File: src/logic/cws_cfg.svh
// constants for the configuration word clock source block
`ifndef CWS_CFG_SVH
`define CWS_CFG_SVH
// stored word indices, byte address is four times the index
`define CWS_WORD_ONE_IDX 16'h2007
`define CWS_WORD_TWO_IDX 16'h2008
// local registers, byte addresses
`define CWS_OSC_CONTROL_ADDR 16'h0000
`define CWS_OSC_TUNING_ADDR 16'h0004
`define CWS_STATUS_ADDR 16'h0008
// erased values of the stored words
`define CWS_WORD_ONE_ERASED 16'h3FFF
`define CWS_WORD_TWO_ERASED 16'h3FFF
// word one fields
`define CWS_FOSC_LSB 0
`define CWS_WATCHDOG_ENABLE_BIT_BIT 3
`define CWS_POWER_UP_TIMER_ENABLE_BIT 4
`define CWS_MASTER_CLEAR_PIN_ENABLE_BIT 5
`define CWS_CP_BIT 6
`define CWS_BROWN_OUT_RESET_ENABLE_LSB 8
// oscillator selection codes
`define CWS_FOSC_RC_CLK 3'h7
`define CWS_FOSC_RC_IO 3'h6
`define CWS_FOSC_INT_CLK 3'h5
`define CWS_FOSC_INT_IO 3'h4
`define CWS_FOSC_EXT 3'h3
`define CWS_FOSC_HS 3'h2
`define CWS_FOSC_XT 3'h1
`define CWS_FOSC_LP 3'h0
// oscillator control fields and reset
`define CWS_INTERNAL_FREQUENCY_SELECT_LSB 4
`define CWS_INTERNAL_LOCK_FLAG_BIT 3
`define CWS_INTERNAL_STABLE_FLAG_BIT 2
`define CWS_INTERNAL_FREQUENCY_SELECT_RESET 2'h2
`define CWS_TUNE_RESET 6'h00
// start-up timer oscillations
`define CWS_OST_COUNT 11'h400
`endif

File: src/logic/cws_pkg.sv
// types shared by the configuration word clock source block
package cws_pkg;
  // one mode encoding for clock tree and pin mux
  typedef enum logic [2:0] {
    CWS_LOW_POWER_CRYSTAL_MODE,
    CWS_MEDIUM_GAIN_CRYSTAL_MODE,
    CWS_HIGH_SPEED_CRYSTAL_MODE,
    CWS_EXTERNAL_CLOCK_INPUT_MODE,
    CWS_INTERNAL_OSCILLATOR_PINS_IO,
    CWS_INTERNAL_OSCILLATOR_WITH_CLOCK_OUT,
    CWS_RESISTOR_CAPACITOR_PIN_IO,
    CWS_RESISTOR_CAPACITOR_WITH_CLOCK_OUT
  } cws_mode_t;
  // pin roles of the two oscillator pins
  typedef struct packed {
    logic primary_gpio;      // primary pin free as general io
    logic primary_clock_in;  // primary pin takes clock or rc network
    logic secondary_gpio;    // secondary pin free as general io
    logic secondary_clk_out; // secondary pin drives divided clock
    logic resonator;         // both pins hold a crystal
  } cws_pins_t;
endpackage

File: src/logic/cws_mode_decode.sv
// oscillator selection field decoder
`timescale 1ns/1ps
`default_nettype none
`include "cws_cfg.svh"
module cws_mode_decode
  import cws_pkg::*;
(
  input wire logic [2:0] i_fosc, // selection field
  output cws_mode_t o_mode,      // decoded mode
  output cws_pins_t o_pins       // decoded pin roles
);
  // field to mode
  always_comb begin
    case (i_fosc)
      `CWS_FOSC_RC_CLK: o_mode = CWS_RESISTOR_CAPACITOR_WITH_CLOCK_OUT;
      `CWS_FOSC_RC_IO: o_mode = CWS_RESISTOR_CAPACITOR_PIN_IO;
      `CWS_FOSC_INT_CLK: o_mode = CWS_INTERNAL_OSCILLATOR_WITH_CLOCK_OUT;
      `CWS_FOSC_INT_IO: o_mode = CWS_INTERNAL_OSCILLATOR_PINS_IO;
      `CWS_FOSC_EXT: o_mode = CWS_EXTERNAL_CLOCK_INPUT_MODE;
      `CWS_FOSC_HS: o_mode = CWS_HIGH_SPEED_CRYSTAL_MODE;
      `CWS_FOSC_XT: o_mode = CWS_MEDIUM_GAIN_CRYSTAL_MODE;
      default: o_mode = CWS_LOW_POWER_CRYSTAL_MODE;
    endcase
  end
  // mode to pin roles
  always_comb begin
    o_pins = '0;
    case (o_mode)
      CWS_RESISTOR_CAPACITOR_WITH_CLOCK_OUT: begin
        o_pins.primary_clock_in = 1'b1;
        o_pins.secondary_clk_out = 1'b1;
      end
      CWS_RESISTOR_CAPACITOR_PIN_IO: begin
        o_pins.primary_clock_in = 1'b1;
        o_pins.secondary_gpio = 1'b1;
      end
      CWS_INTERNAL_OSCILLATOR_WITH_CLOCK_OUT: begin
        o_pins.primary_gpio = 1'b1;
        o_pins.secondary_clk_out = 1'b1;
      end
      CWS_INTERNAL_OSCILLATOR_PINS_IO: begin
        o_pins.primary_gpio = 1'b1;
        o_pins.secondary_gpio = 1'b1;
      end
      CWS_EXTERNAL_CLOCK_INPUT_MODE: begin
        o_pins.primary_clock_in = 1'b1;
        o_pins.secondary_gpio = 1'b1;
      end
      default: o_pins.resonator = 1'b1;
    endcase
  end
endmodule
`default_nettype wire

File: src/logic/cws_startup_timer.sv
// oscillator start-up timer, counts rising edges on the primary pin
`timescale 1ns/1ps
`default_nettype none
`include "cws_cfg.svh"
module cws_startup_timer (
  input wire logic i_clk,     // system clock
  input wire logic i_reset_n, // sync reset, active low
  input wire logic i_start,   // start pulse
  input wire logic i_enable,  // crystal mode selected
  input wire logic i_osc,     // primary pin level
  output logic o_busy         // counting, hold reset
);
  logic [10:0] count_q;
  logic osc_prev_q;
  // previous pin level for edge detect
  always_ff @(posedge i_clk) begin
    if (!i_reset_n) begin
      osc_prev_q <= 1'b0;
    end else begin
      osc_prev_q <= i_osc;
    end
  end
  // count oscillations while busy
  always_ff @(posedge i_clk) begin
    if (!i_reset_n) begin
      o_busy <= 1'b0;
      count_q <= '0;
    end else if (i_start) begin
      o_busy <= i_enable;
      count_q <= '0;
    end else if (o_busy && i_osc && !osc_prev_q) begin
      count_q <= count_q + 11'h001;
      if (count_q == `CWS_OST_COUNT - 11'h001) begin
        o_busy <= 1'b0;
      end
    end
  end
endmodule
`default_nettype wire

File: src/logic/cws_config_core.sv
// configuration word store, clock source select and apb registers
// How it works
// - rc clock-out mode drives secondary at quarter rate
// - rc io mode frees secondary pin
// - codes 111 and 110 select rc modes
// - codes 101 and 100 select internal oscillator
// - code 011 selects external clock input
// - codes 010 001 000 select crystal gains
// - words sit at 2007h and 2008h
// - words reachable only in programming mode
// - disabling code protect erases program memory
// - brown-out enable leaves power-up timer alone
// - master clear stops internal or rc oscillator
// - crystal modes hold reset for 1024 oscillations
// - external clock mode has no start-up delay
`timescale 1ns/1ps
`default_nettype none
`include "cws_cfg.svh"
module cws_config_core
  import cws_pkg::*;
(
  input wire logic i_clk,              // 100 MHz clock
  input wire logic i_reset_n,          // sync reset, active low
  input wire logic i_nv_init_n,        // blank-part init of stored words
  input wire logic i_psel,             // apb select
  input wire logic i_penable,          // apb enable
  input wire logic i_pwrite,           // apb direction
  input wire logic [15:0] i_paddr,     // apb byte address
  input wire logic [31:0] i_pwdata,    // apb write data
  output logic [31:0] o_prdata,        // apb read data
  output logic o_pready,               // apb ready
  output logic o_pslverr,              // apb error
  input wire logic i_program_mode,     // programming tool has entered
  input wire logic i_master_clear_n,   // master clear input, active low
  input wire logic i_wake,             // wake from sleep pulse
  input wire logic i_primary_osc_in,   // primary pin level
  input wire logic i_rc_osc,           // rc oscillator level
  input wire logic i_int_osc,          // internal oscillator level
  input wire logic i_int_lock,         // internal lock flag source
  input wire logic i_int_stable,       // internal stable flag source
  output cws_mode_t o_clock_source,    // system clock source
  output cws_pins_t o_pins,            // pin roles
  output logic o_secondary_pin_out,    // clock output value
  output logic o_secondary_pin_oe,     // clock output drive enable
  output logic o_internal_osc_run,     // internal oscillator enable
  output logic o_rc_osc_run,           // rc oscillator enable
  output logic o_hold_reset,           // hold core in reset
  output logic o_power_up_timer_en,    // power-up timer enable
  output logic [1:0] o_brown_out_en,   // brown-out enable field
  output logic o_watchdog_en,          // watchdog enable
  output logic o_master_clear_pin_en,  // pin acts as master clear
  output logic o_erase_strobe,         // erase all program memory
  output logic [1:0] o_freq_select,    // internal frequency select
  output logic [5:0] o_freq_trim       // frequency trim field
);
  // byte address of a stored word from its index
  function automatic logic [15:0] word_addr(input logic [15:0] idx);
    word_addr = {idx[13:0], 2'b00};
  endfunction

  logic [15:0] word_one_q;
  logic [15:0] word_two_q;
  logic [15:0] active_one_q;
  logic loaded_q;
  logic [1:0] internal_frequency_select_q;
  logic [5:0] tune_q;
  logic access;
  logic wr_en;
  logic hit_one;
  logic hit_two;
  logic hit_words;
  logic mapped;
  logic [31:0] rd_d;
  logic err_d;
  cws_mode_t mode;
  cws_pins_t pins;
  logic ost_busy;
  logic ost_start;
  logic crystal;
  logic master_clear_input_asserted;
  logic stop_osc;
  logic div_src;
  logic src_prev_q;
  logic [1:0] div_q;
  logic started_q;

  // apb decode, one wait state
  assign access = i_psel && i_penable;
  assign wr_en = access && o_pready && i_pwrite && !o_pslverr;
  assign hit_one = (i_paddr == word_addr(`CWS_WORD_ONE_IDX));
  assign hit_two = (i_paddr == word_addr(`CWS_WORD_TWO_IDX));
  assign hit_words = hit_one || hit_two;
  assign mapped = hit_words || (i_paddr == `CWS_OSC_CONTROL_ADDR) ||
    (i_paddr == `CWS_OSC_TUNING_ADDR) || (i_paddr == `CWS_STATUS_ADDR);

  // read mux and error
  always_comb begin
    rd_d = '0;
    err_d = !mapped;
    if (hit_words && !i_program_mode) begin
      err_d = 1'b1;
    end else if (hit_one) begin
      rd_d[15:0] = word_one_q;
    end else if (hit_two) begin
      rd_d[15:0] = word_two_q;
    end else if (i_paddr == `CWS_OSC_CONTROL_ADDR) begin
      rd_d[`CWS_INTERNAL_FREQUENCY_SELECT_LSB +: 2] = internal_frequency_select_q;
      rd_d[`CWS_INTERNAL_LOCK_FLAG_BIT] = i_int_lock;
      rd_d[`CWS_INTERNAL_STABLE_FLAG_BIT] = i_int_stable;
    end else if (i_paddr == `CWS_OSC_TUNING_ADDR) begin
      rd_d[5:0] = tune_q;
    end else if (i_paddr == `CWS_STATUS_ADDR) begin
      rd_d[2:0] = o_clock_source;
      rd_d[3] = o_hold_reset;
      rd_d[4] = loaded_q;
      rd_d[5] = i_program_mode;
    end
  end

  // apb answer registers
  always_ff @(posedge i_clk) begin
    if (!i_reset_n) begin
      o_pready <= 1'b0;
      o_prdata <= '0;
      o_pslverr <= 1'b0;
    end else if (access && !o_pready) begin
      o_pready <= 1'b1;
      o_prdata <= i_pwrite ? 32'h0000_0000 : rd_d;
      o_pslverr <= err_d;
    end else begin
      o_pready <= 1'b0;
      o_prdata <= '0;
      o_pslverr <= 1'b0;
    end
  end

  // stored words, kept across core reset
  always_ff @(posedge i_clk) begin
    if (!i_nv_init_n) begin
      word_one_q <= `CWS_WORD_ONE_ERASED;
      word_two_q <= `CWS_WORD_TWO_ERASED;
    end else if (wr_en) begin
      if (hit_one) begin
        word_one_q <= i_pwdata[15:0];
      end
      if (hit_two) begin
        word_two_q <= i_pwdata[15:0];
      end
    end
  end

  // erase when protection turns off
  always_ff @(posedge i_clk) begin
    if (!i_reset_n) begin
      o_erase_strobe <= 1'b0;
    end else begin
      o_erase_strobe <= wr_en && hit_one && !word_one_q[`CWS_CP_BIT] &&
        i_pwdata[`CWS_CP_BIT];
    end
  end

  // oscillator control and tuning
  always_ff @(posedge i_clk) begin
    if (!i_reset_n) begin
      internal_frequency_select_q <= `CWS_INTERNAL_FREQUENCY_SELECT_RESET;
      tune_q <= `CWS_TUNE_RESET;
    end else if (wr_en) begin
      if (i_paddr == `CWS_OSC_CONTROL_ADDR) begin
        internal_frequency_select_q <= i_pwdata[`CWS_INTERNAL_FREQUENCY_SELECT_LSB +: 2];
      end
      if (i_paddr == `CWS_OSC_TUNING_ADDR) begin
        tune_q <= i_pwdata[5:0];
      end
    end
  end

  always_ff @(posedge i_clk) begin
    if (!i_reset_n) begin
      loaded_q <= 1'b0;
      active_one_q <= `CWS_WORD_ONE_ERASED;
    end else if (!loaded_q) begin
      loaded_q <= 1'b1;
      active_one_q <= word_one_q;
    end
  end

  // single decode of the held field
  cws_mode_decode u_decode (
    .i_fosc(active_one_q[`CWS_FOSC_LSB +: 3]),
    .o_mode(mode),
    .o_pins(pins)
  );

  // crystal modes start the timer
  assign crystal = pins.resonator;

  // timer kick has been given since reset
  always_ff @(posedge i_clk) begin
    if (!i_reset_n) begin
      started_q <= 1'b0;
    end else if (loaded_q) begin
      started_q <= 1'b1;
    end
  end

  // kick after load and after wake
  assign ost_start = loaded_q && (!started_q || i_wake);

  // oscillation counter for crystal modes
  cws_startup_timer u_ost (
    .i_clk(i_clk),
    .i_reset_n(i_reset_n),
    .i_start(ost_start),
    .i_enable(crystal),
    .i_osc(i_primary_osc_in),
    .o_busy(ost_busy)
  );

  // core reset hold, decided at the kick
  always_ff @(posedge i_clk) begin
    if (!i_reset_n) begin
      o_hold_reset <= 1'b1;
    end else if (!loaded_q) begin
      o_hold_reset <= 1'b1;
    end else if (ost_start) begin
      o_hold_reset <= crystal;
    end else begin
      o_hold_reset <= ost_busy;
    end
  end

  // mode class helpers, shared by divider and enables
  function automatic logic is_rc(input cws_mode_t md);
    is_rc = (md == CWS_RESISTOR_CAPACITOR_WITH_CLOCK_OUT) ||
      (md == CWS_RESISTOR_CAPACITOR_PIN_IO);
  endfunction

  // internal oscillator modes
  function automatic logic is_internal(input cws_mode_t md);
    is_internal = (md == CWS_INTERNAL_OSCILLATOR_WITH_CLOCK_OUT) ||
      (md == CWS_INTERNAL_OSCILLATOR_PINS_IO);
  endfunction

  // held mode to the clock tree
  always_ff @(posedge i_clk) begin
    if (!i_reset_n) begin
      o_clock_source <= CWS_LOW_POWER_CRYSTAL_MODE;
    end else if (loaded_q) begin
      o_clock_source <= mode;
    end
  end

  // same mode drives the pin mux
  always_ff @(posedge i_clk) begin
    if (!i_reset_n) begin
      o_pins <= '{resonator: 1'b1, default: 1'b0};
    end else if (loaded_q) begin
      o_pins <= pins;
    end
  end

  // secondary pin drives in clock-out modes
  always_ff @(posedge i_clk) begin
    if (!i_reset_n) begin
      o_secondary_pin_oe <= 1'b0;
    end else if (loaded_q) begin
      o_secondary_pin_oe <= pins.secondary_clk_out;
    end
  end

  // source for the quarter-rate output
  assign div_src = is_rc(mode) ? i_rc_osc : i_int_osc;

  // source edge detect, stopped sources idle low
  always_ff @(posedge i_clk) begin
    if (!i_reset_n) begin
      src_prev_q <= 1'b0;
    end else begin
      src_prev_q <= div_src;
    end
  end

  // two-bit divider, top bit is rate over four
  always_ff @(posedge i_clk) begin
    if (!i_reset_n) begin
      div_q <= 2'h0;
    end else if (!o_secondary_pin_oe) begin
      div_q <= 2'h0;
    end else if (div_src && !src_prev_q) begin
      div_q <= div_q + 2'h1;
    end
  end

  // divided clock onto the secondary pin
  always_ff @(posedge i_clk) begin
    if (!i_reset_n) begin
      o_secondary_pin_out <= 1'b0;
    end else begin
      o_secondary_pin_out <= o_secondary_pin_oe && div_q[1];
    end
  end

  // master clear counts only when the pin has that role
  assign master_clear_input_asserted = o_master_clear_pin_en && !i_master_clear_n;
  assign stop_osc = master_clear_input_asserted;

  // internal oscillator stops under master clear
  always_ff @(posedge i_clk) begin
    if (!i_reset_n) begin
      o_internal_osc_run <= 1'b0;
    end else if (loaded_q) begin
      o_internal_osc_run <= is_internal(mode) && !stop_osc;
    end
  end

  // rc oscillator stops under master clear
  always_ff @(posedge i_clk) begin
    if (!i_reset_n) begin
      o_rc_osc_run <= 1'b0;
    end else if (loaded_q) begin
      o_rc_osc_run <= is_rc(mode) && !stop_osc;
    end
  end

  // each enable follows only its own field
  always_ff @(posedge i_clk) begin
    if (!i_reset_n) begin
      o_power_up_timer_en <= 1'b0;
      o_brown_out_en <= 2'h0;
      o_watchdog_en <= 1'b0;
      o_master_clear_pin_en <= 1'b0;
    end else if (loaded_q) begin
      // power-up timer enable bit is active low
      o_power_up_timer_en <= !active_one_q[`CWS_POWER_UP_TIMER_ENABLE_BIT];
      o_brown_out_en <= active_one_q[`CWS_BROWN_OUT_RESET_ENABLE_LSB +: 2];
      o_watchdog_en <= active_one_q[`CWS_WATCHDOG_ENABLE_BIT_BIT];
      o_master_clear_pin_en <= active_one_q[`CWS_MASTER_CLEAR_PIN_ENABLE_BIT];
    end
  end

  // internal oscillator frequency and trim outputs
  always_ff @(posedge i_clk) begin
    if (!i_reset_n) begin
      o_freq_select <= `CWS_INTERNAL_FREQUENCY_SELECT_RESET;
      o_freq_trim <= `CWS_TUNE_RESET;
    end else begin
      o_freq_select <= internal_frequency_select_q;
      o_freq_trim <= tune_q;
    end
  end
endmodule
`default_nettype wire

File: config.mk
export PLATFORM = sky130hd
export DESIGN_NAME = cws_config_core
export DESIGN_NICKNAME = d
export VERILOG_FILES = /design/src/logic/cws_pkg.sv /design/src/logic/cws_mode_decode.sv /design/src/logic/cws_startup_timer.sv /design/src/logic/cws_config_core.sv
export VERILOG_INCLUDE_DIRS = /design/src /design/src/logic
export SDC_FILE = /design/constraint.sdc
export NUM_CORES = 1
export LEC_CHECK = 0
export BUFFER_PORTS_ARGS = -buffer_cell sky130_fd_sc_hd__buf_2
export CAP_MARGIN = 40
export CORE_MARGIN = 1.5
export CORE_UTILIZATION = 51
export DETAILED_ROUTE_END_ITERATION = 8
export PLACE_DENSITY = 0.88
export REMOVE_ABC_BUFFERS = 1
export SYNTH_ARGS = -nofsm -noshare
export SYNTH_HDL_FRONTEND = slang
export SYNTH_HIERARCHICAL = 1
export SYNTH_SLANG_ARGS = --single-unit
export TNS_END_PERCENT = 20
File: constraint.sdc
create_clock -name i_clk -period 4.96 [get_ports i_clk]
set_input_delay 0.744 -clock i_clk [delete_from_list [all_inputs] [get_ports i_clk]]
set_output_delay 0.744 -clock i_clk [all_outputs]
set_load 0.03 [all_outputs]
==> results of run 1 <==
==> final timing paths <==
path / start / end / slack (ns) / cells past startpoint
max reg2reg: loaded_q / u_ost/count_q[8] / 3.10 / 5
min: word_one_q[10] / o_prdata[10] / 0.44 / 2
min reg2reg: word_one_q[10] / o_prdata[10] / 0.44 / 2
max: i_paddr[3] / o_prdata[14] / 2.49 / 5
==> per-layer routing <==
| metal | vias up | share of wire [%] | GRT usage [%] |
|---|---|---|---|
| met1 | 1844 | 41 | 25.69 |
| met5 | - | 0 | 0 |
| met4 | 0 | 1.2 | 6.501 |
| met2 | 138 | 51 | 38.83 |
| li1 | 1902 | - | - |
| met3 | 15 | 6.5 | 5.727 |
==> worst max-delay path, stage by stage <==
cell and delay (ns):
buf_2 0.17, nor4b_2 0.35, and4_1 0.85, o211ai_2 0.37
a21oi_1 0.27
==> state kept, by name, summed over array words and instances (netlist names), 2 cells and up <==
name / cells
active_one_q: 8
o_clock_source: 3
tune_q: 6
div_q: 2
o_pins: 4
u_ost/count_q: 11
o_brown_out_en: 2
o_prdata: 16
word_two_q: 16
internal_frequency_select_q: 2
word_one_q: 16
o_freq_trim: 6
o_freq_select: 2
==> cells by family after synthesis <==
group	share of synthesized area, %
fa+ha+maj	0.2702
other cells	0.08100
flops	47.57
mux	6.297
compound gates	12.49
simple gates	25.19
buf+inv	7.540
xor+xnor	0.5677
==> stage by stage <==
stage / std cells / hold slack, ns
finish: 694 / 0.4437
floorplan: 473 / 0.4119
global route: 694 / 0.4616
global placement: 676 / 0.4251
detailed placement: 678 / 0.4452
CTS: 694 / 0.4517
==> layout make-up <==
| class | count | area share (%) |
|---|---|---|
| repair buffers | 97 | 9.809 |
| flip-flops and latches | 110 | 42.00 |
| clock inverters | 7 | 1.647 |
| well taps | 108 | 2.578 |
| multi-input cells | 352 | 40.81 |
| inverters | 11 | 0.7876 |
| clock buffers | 9 | 2.363 |
==> Yosys cell counts, types with 4 or more instances <==
cell         n  share of area (%)
o21ai_0     39                4.2
a21boi_0    11                1.8
nand2b_1    19                2.6
a211oi_1     4               0.65
nand2_1     58                4.7
dfxtp_1    110                 48
clkbuf_1    26                2.1
and4_1       4               0.76
mux2i_1     28                6.1
buf_4       22                3.6
inv_1       11               0.89
o22ai_1      4               0.54
o21a_1       5               0.81
nor2_1       6               0.49
o2bb2ai_1    4               0.76
nor2b_1     15                2.0
nand4_1      4               0.54
nor3_1       4               0.43
buf_2        6               0.65
a21oi_1     15                1.6
nand3_1     69                7.5
nor4_1       9                1.2
==> power by group through the flow <==
stage	Clock (mW)	Sequential, mW	Combinational, mW
after floorplan	0	0.939	0.0491
after global placement	0	0.921	0.118
after detailed placement	0	0.922	0.123
after CTS	0.559	0.902	0.123
after global routing	0.594	0.904	0.132
final	0.549	0.902	0.123
==> impl_metrics.tcl, run 1 <==
set metrics [dict create \
    pre_cts_ws_ns 2.126 \
    p_seq_share_pct 57.3 \
    ant_nets 0 \
    total_power_mw 1.574 \
    tns_ns 0 \
    clock_skew_ns 0.01480 \
    final_common_cell "dfxtp_1" \
    design.core.area_um2 8763 \
    clkTransAtPathRegs_ns 0.13 \
    required_ns 5.26 \
    yosys_warnings 6 \
    critPathKind "in2reg" \
    postCtsHoldBufs 0 \
    fmax_ghz 0.4045 \
    p_per_area_nw_per_um2 300.2 \
    maxCapViolations 0 \
    cts_tree "built" \
    post-cts-setup-buffer-count 0 \
    clock_path_buffers 2 \
    drive_above_1_share_pct 21.16 \
    synth_cells 514 \
    wirelength_um 10390 \
    n_antenna_cell 0 \
    stdcell_area_um2 5243 \
    cts_buffers 9 \
    cp-start-kind "input pin" \
    final-max-slew-violation-count 0 \
    syn_area_per_cell_um2 9.007 \
    fill_cells 755 \
    port_buffers 90 \
    place_area_um2 5032 \
    clock_latency_ns 0.37 \
    path_max_fanout 23 \
    synth_edf_count 0 \
    hpwl_um 7295 \
    synth_area_um2 4629 \
    rows 34 \
    grt_antenna_before_repair 0 \
    finalCoreUtilization_pct 59.82 \
    routabilityCongestion 0.8300 \
    avgViaCountPerCell 5.618 \
    worst_pin_slew_ns 0.9152 \
    drt-initial-drc-count 145 \
    synth_seq_area_share_pct 47.57 \
    synthArstFlopShare_pct 0 \
    synth-main-ff-cell "dfxtp_1" \
    cell_internal_pwr_mw 1.140 \
    nNetsFinal 644 \
    ys_seq_elements 110 \
    track_usage_pct 21.78 \
    overflow 0 \
    regArea_um2 2202 \
    ir_drop_v 0.0001943 \
    p_sw_share_pct 27.56 \
    grt_pass1_vias 3871 \
    dieWidth_um 98.28 \
    p_switching_mw 0.4337 \
    die_h_um 98.28 \
    yosysUniqueCellTypes 49 \
    cp-end-kind "register" \
    hold_viol 0 \
    arrival_ns 2.77 \
    hold_path_class "reg2reg" \
    multi_input_area_um2 2140 \
    cts_sinks 110 \
    htree_levels 3 \
    grt_max_degree 36 \
    final.min_clock_period_ns 2.472 \
    io_pins 123 \
    cts_root_buf "clkbuf_8" \
    run_status "finished clean" \
    rsz0062_at_grt "false" \
    drc 0 \
    die_area_um2 9658 \
    initial_core_util_pct 52.83 \
    setup_viol 0 \
    via_count 3899 \
    setup_ws_ns 2.488 \
    post_cts_resized 0 \
    relSlewSlack_pct 38.99 \
    p_clk_share_pct 34.9 \
    p_leak_nw 2.227 \
    firstDrtPassIters 5 \
    routedWlPerCell_um 14.97 \
    area_delta_synth_final_pct 13.24 \
    combinationalPowerShare_pct 7.8 \
    most-common-layout-cells "dfxtp_1, buf_2, nand3_1, nand2_1, o21ai_0" \
    grt_pass1_wl_um 17330 \
    fin_crit_sh_pct 49.85 \
]
Power figures use the tool's default switching activity.
==> run 2, diff against run 1 <==
--- a/config.mk
+++ b/config.mk
@@ -9,9 +9,9 @@
 export BUFFER_PORTS_ARGS = -buffer_cell sky130_fd_sc_hd__buf_2
 export CAP_MARGIN = 40
 export CORE_MARGIN = 1.5
-export CORE_UTILIZATION = 51
+export CORE_UTILIZATION = 47
 export DETAILED_ROUTE_END_ITERATION = 8
-export PLACE_DENSITY = 0.88
+export PLACE_DENSITY = 0.85
 export REMOVE_ABC_BUFFERS = 1
 export SYNTH_ARGS = -nofsm -noshare
 export SYNTH_HDL_FRONTEND = slang
==> constraint.sdc (replaced) <==
create_clock -name i_clk -period 2.05 [get_ports i_clk]
set_input_delay 0.3075 -clock i_clk [delete_from_list [all_inputs] [get_ports i_clk]]
set_output_delay 0.3075 -clock i_clk [all_outputs]
set_load 0.03 [all_outputs]
==> run 2 against run 1 <==
Net effect: global-route usage is 1.1 points lower; first-iteration DRC count is 56% higher; hold slack worse by 0.28 ns; utilization is 5.0 points lower; sequential share of layout area is 0.50 points lower; sequential cell count stayed put; wire length is 1.8% higher; sequential power is 140% higher; power is 140% higher; non-clock buffer count is 8 higher; clock power is 120% higher.
==> impl_metrics.tcl, run 2 (synthesized netlist as in run 1, its figures left out) <==
set metrics [dict create \
    relSlewSlack_pct 62.34 \
    wirelength_um 10580 \
    place_area_um2 5125 \
    setup_viol 0 \
    rsz0062_at_grt "false" \
    fin_crit_sh_pct 78.26 \
    clock_skew_ns 0.01204 \
    final-max-slew-violation-count 0 \
    drive_above_1_share_pct 22.22 \
    hold_viol 0 \
    dieWidth_um 102.2 \
    multi_input_area_um2 2140 \
    worst_pin_slew_ns 0.5649 \
    grt_max_degree 34 \
    cts_root_buf "clkbuf_8" \
    htree_levels 3 \
    clkTransAtPathRegs_ns 0.11 \
    fill_cells 900 \
    initial_core_util_pct 47.80 \
    grt_antenna_before_repair 0 \
    grt_pass1_wl_um 16970 \
    final.min_clock_period_ns 1.604 \
    critPathKind "reg2reg" \
    io_pins 123 \
    hold_path_class "in2reg" \
    overflow 0 \
    cp-end-kind "register" \
    fin_cells 727 \
    die_area_um2 10450 \
    drt-initial-drc-count 226 \
    dp_cells 711 \
    most-common-layout-cells "dfxtp_1, buf_2, nand3_1, nand2_1, o21ai_0" \
    rows 36 \
    stdcell_area_um2 5305 \
    final_common_cell "dfxtp_1" \
    required_ns 2.29 \
    fmax_ghz 0.6233 \
    firstDrtPassIters 4 \
    via_count 3898 \
    postCtsHoldBufs 0 \
    cts_sinks 110 \
    routabilityCongestion 0.8541 \
    track_usage_pct 20.64 \
    cts_tree "built" \
    p_leak_nw 2.251 \
    routedWlPerCell_um 14.55 \
    cp-start-kind "register" \
    clock_path_buffers 2 \
    design.core.area_um2 9684 \
    arrival_ns 1.85 \
    reg_top3 "o_prdata x16, word_one_q x16, word_two_q x16" \
    die_h_um 102.2 \
    clock_latency_ns 0.37 \
    maxCapViolations 0 \
    path_max_fanout 6 \
    post-cts-setup-buffer-count 0 \
    nNetsFinal 652 \
    post_cts_resized 0 \
    ir_drop_v 0.0003473 \
    avgViaCountPerCell 5.362 \
    hpwl_um 7443 \
    ant_nets 0 \
    cts_buffers 9 \
    grt_pass1_vias 3644 \
    area_delta_synth_final_pct 14.59 \
    run_status "finished clean" \
    drc 0 \
    regArea_um2 2202 \
    p_per_area_nw_per_um2 699.0 \
    n_antenna_cell 0 \
    port_buffers 90 \
]
## run 2: changes by cell type in the layout (fill, tap and decap cells not counted)
| cell | before | now |
|---|---|---|
| inv_12 | 1 | 0 |
| clkinv_4 | 2 | 1 |
| buf_4 | 5 | 14 |
| clkinv_8 | 2 | 0 |
| buf_6 | 1 | 0 |
| clkinvlp_4 | 0 | 1 |
| inv_8 | 1 | 0 |
| clkinv_2 | 0 | 1 |
| buf_8 | 1 | 0 |
| inv_6 | 1 | 4 |
| buf_12 | 0 | 1 |
## run 2: critical path, cell delays in order, from the launching register on
cell and delay [ns]:
dfxtp_1 0.41, ha_1 0.23, nand4_1 0.26, o311ai_0 0.44, o41ai_1 0.14
## run 2: layout make-up
class                           instances  share of cell area, %
Sequential cell                       110                  41.51
Multi-Input combinational cell        352                  40.33
Timing Repair Buffer                  105                  10.85
Tap cell                              133                  3.137
Clock buffer                            9                  2.335
Clock inverter                          7                  1.061
Inverter                               11                 0.7783
## run 2: report_power, final
group / internal [mW] / switching (mW) / total [mW] / leakage [nW]
logic: 0.103 / 0.206 / 0.308 / 1.27
clock network: 0.460 / 0.760 / 1.22 / 0.0910
registers: 2.16 / 0.0165 / 2.18 / 0.893
total: 2.73 / 0.982 / 3.71 / 2.25
## run 2: path summary, 6_finish.rpt
path | slack, ns | to | startpoint | depth (start not counted)
setup / recovery | 0.45 | u_ost/count_q[8] | u_ost/count_q[0] | 4
hold / removal | 0.17 | o_erase_strobe | i_pwdata[6] | 3
hold reg to reg | 0.45 | o_prdata[11] | word_two_q[11] | 2
setup reg to reg | 0.45 | u_ost/count_q[8] | u_ost/count_q[0] | 4
## run 2: metrics by stage
stage	setup TNS, ns	worst slack [ns]	util [%]	power, mW	hold slack [ns]
3_5_place_dp	0	0.1359	52.92	2.536	0.4404
6_report	0	0.4457	54.78	3.708	0.1665
4_1_cts	0	0.4368	54.78	3.738	0.1515
3_3_place_gp	0	0.1991	52.92	2.524	0.4268
5_1_grt	0	0.3408	54.78	3.846	0.1678
2_1_floorplan	-24.84	-0.9919	-	2.391	0.3352
## run 2: per-layer routing
layer	vias up	track usage, %	wire length [um]
met5	-	0	0
met4	0	6.849	80
met3	10	4.446	619
met2	149	35.91	5171
met1	1817	25.37	4706
li1	1922	-	-
==> run 3, diff against run 2 <==
==> constraint.sdc (replaced) <==
create_clock -name i_clk -period 1.3 [get_ports i_clk]
set_input_delay 0.195 -clock i_clk [delete_from_list [all_inputs] [get_ports i_clk]]
set_output_delay 0.195 -clock i_clk [all_outputs]
set_load 0.03 [all_outputs]
==> run 3 against run 2 <==
Net effect: the run now ends with negative setup slack left; setup slack got worse by 0.65 ns; power rose by 58%; count of clock-buffer cells in the layout did not move; utilization rose by 5.9 points; via count rose by 7.2%; critical endpoint is now internal_frequency_select_q[1]; critical path depth did not move; register-to-register slack got worse by 0.65 ns; sequential power rose by 58%; first-iteration DRC count rose by 20%; combinational power rose by 84%; final cell count rose by 5.8%; non-clock buffer count rose by 42.
==> impl_metrics.tcl, run 3 (synthesized netlist as in run 1, its figures left out) <==
set metrics [dict create \
    run_status "complete, but fails checks" \
    violations "negative setup slack" \
    p_per_area_nw_per_um2 998.4 \
    p_switching_mw 1.543 \
    cts_sinks 110 \
    stdcell_area_um2 5881 \
    maxCapViolations 0 \
    final_common_cell "dfxtp_1" \
    area_delta_synth_final_pct 27.03 \
    n_antenna_cell 0 \
    wirelength_um 11470 \
    arrival_ns 1.78 \
    final.min_clock_period_ns 1.505 \
    cp-start-kind "register" \
    nNetsFinal 695 \
    clkTransAtPathRegs_ns 0.11 \
    grt_pass1_vias 3819 \
    setup_ws_ns -0.2054 \
    rsz0062_at_grt "true" \
    firstDrtPassIters 5 \
    routedWlPerCell_um 14.91 \
    rows 36 \
    htree_levels 3 \
    combinationalPowerShare_pct 9.6 \
    routabilityCongestion 0.9177 \
    hpwl_um 7992 \
    die_area_um2 10450 \
    drive_above_1_share_pct 32.39 \
    cts_root_buf "clkbuf_8" \
    required_ns 1.58 \
    fill_cells 769 \
    grt_max_degree 35 \
    clock_latency_ns 0.37 \
    relSlewSlack_pct 64.25 \
    cp_cell_sequence "nand2_2 > or3_4 > nor4b_4 > mux2_4" \
    cts_tree "built" \
    p_sw_share_pct 26.29 \
    path_max_fanout 2 \
    place_area_um2 5453 \
    io_pins 123 \
    hold_path_class "in2reg" \
    overflow 0 \
    track_usage_pct 22.01 \
    pre_cts_ws_ns -0.3922 \
    dieWidth_um 102.2 \
    postCtsHoldBufs 0 \
    crit_family "simple AND/OR/NAND/NOR gates" \
    cts_buffers 9 \
    fmax_ghz 0.6643 \
    most-common-layout-cells "dfxtp_1, buf_2, nand3_1, nand2_1, buf_4" \
    drt-initial-drc-count 271 \
    p_leak_nw 2.472 \
    crit_buf_inv 0 \
    setup_viol 58 \
    avgViaCountPerCell 5.433 \
    hold_ws_ns 0.05716 \
    critPathKind "reg2reg" \
    clock_path_buffers 2 \
    p_clk_share_pct 31.8 \
    cell_internal_pwr_mw 4.328 \
    die_h_um 102.2 \
    grt_antenna_before_repair 0 \
    worst_pin_slew_ns 0.5363 \
    port_buffers 90 \
    hold_viol 0 \
    ant_nets 0 \
    worst_path_max_delay_cell "dfxtp_2" \
    fin_crit_sh_pct 115.8 \
    crit_path_max_incr_delay_ns 0.36 \
    design.core.area_um2 9684 \
    initial_core_util_pct 47.80 \
    grt_pass1_wl_um 18120 \
    reg_top3 "o_prdata x16, word_one_q x16, word_two_q x16" \
    clock_skew_ns 0.01203 \
    cp-end-kind "register" \
    drc 0 \
    final-max-slew-violation-count 0 \
    ir_drop_v 0.0005833 \
    via_count 4178 \
    p_seq_share_pct 58.6 \
]
-- run 3: cell types whose count changed in the layout (fill, tap and decap cells not counted), sizes merged --
| cell | before | now |
|---|---|---|
| clkinv | 2 | 1 |
| buf | 105 | 147 |
| clkinvlp | 1 | 3 |
| o211ai | 3 | 4 |
| inv | 15 | 13 |
-- run 3: metrics by stage --
stage / cells / setup TNS [ns] / utilization [%] / power [mW]
after global routing: 769 / -9.789 / 60.72 / 6.091
final: 769 / -6.016 / 60.72 / 5.871
after detailed placement: 748 / -17.52 / 56.30 / 4.050
after floorplan: 473 / -67.23 / - / 3.771
after CTS: 765 / -4.709 / 59.42 / 5.897
after global placement: 748 / -13.27 / 56.30 / 4.034
-- run 3: worst min-delay path: cells and delay by family --
| kind | cells | cell delay, ns |
|---|---|---|
| buf+inv | 1 | 0.09 |
| simple gates | 2 | 0.13 |
-- run 3: area by class of cell --
| cell class | instances | area [um2] | share of cell area [%] |
|---|---|---|---|
| Clock inverter | 6 | 47.55 | 0.8085 |
| Sequential cell | 110 | 2208 | 37.55 |
| Timing Repair Buffer | 147 | 948.4 | 16.13 |
| Clock buffer | 9 | 123.9 | 2.106 |
| Multi-Input combinational cell | 353 | 2345 | 39.87 |
| Tap cell | 133 | 166.4 | 2.830 |
| Inverter | 11 | 41.29 | 0.7021 |
-- run 3: path summary, 6_finish.rpt --
kind | from | endpoint | slack [ns] | cells after the start
setup / recovery | o_pready | internal_frequency_select_q[1] | -0.21 | 4
hold / removal | i_pwdata[13] | word_one_q[13] | 0.06 | 3
setup reg to reg | o_pready | internal_frequency_select_q[1] | -0.21 | 4
hold reg to reg | word_one_q[14] | o_prdata[14] | 0.47 | 2
-- run 3: what timing repair did --
item / CTS / global route
resized for setup: 24 / 33
pin swaps: 6 / 6
buffers inserted: 1 / 4
setup endpoints to repair: 61 / 65
gates cloned: 1 / 0
-- run 3: per-layer routing --
layer	global-route usage [%]	share of wire, %
met5	0	0
met4	7.482	2.4
met2	36.83	49
met3	4.104	6.3
met1	28.58	42
-- run 3: power groups by stage --
stage	combinational [mW]	sequential [mW]	clock [mW]
2_1_floorplan	0.187	3.58	0
3_3_place_gp	0.520	3.51	0
3_5_place_dp	0.536	3.51	0
4_1_cts	0.555	3.44	1.90
6_report	0.566	3.44	1.87
5_1_grt	0.608	3.45	2.04
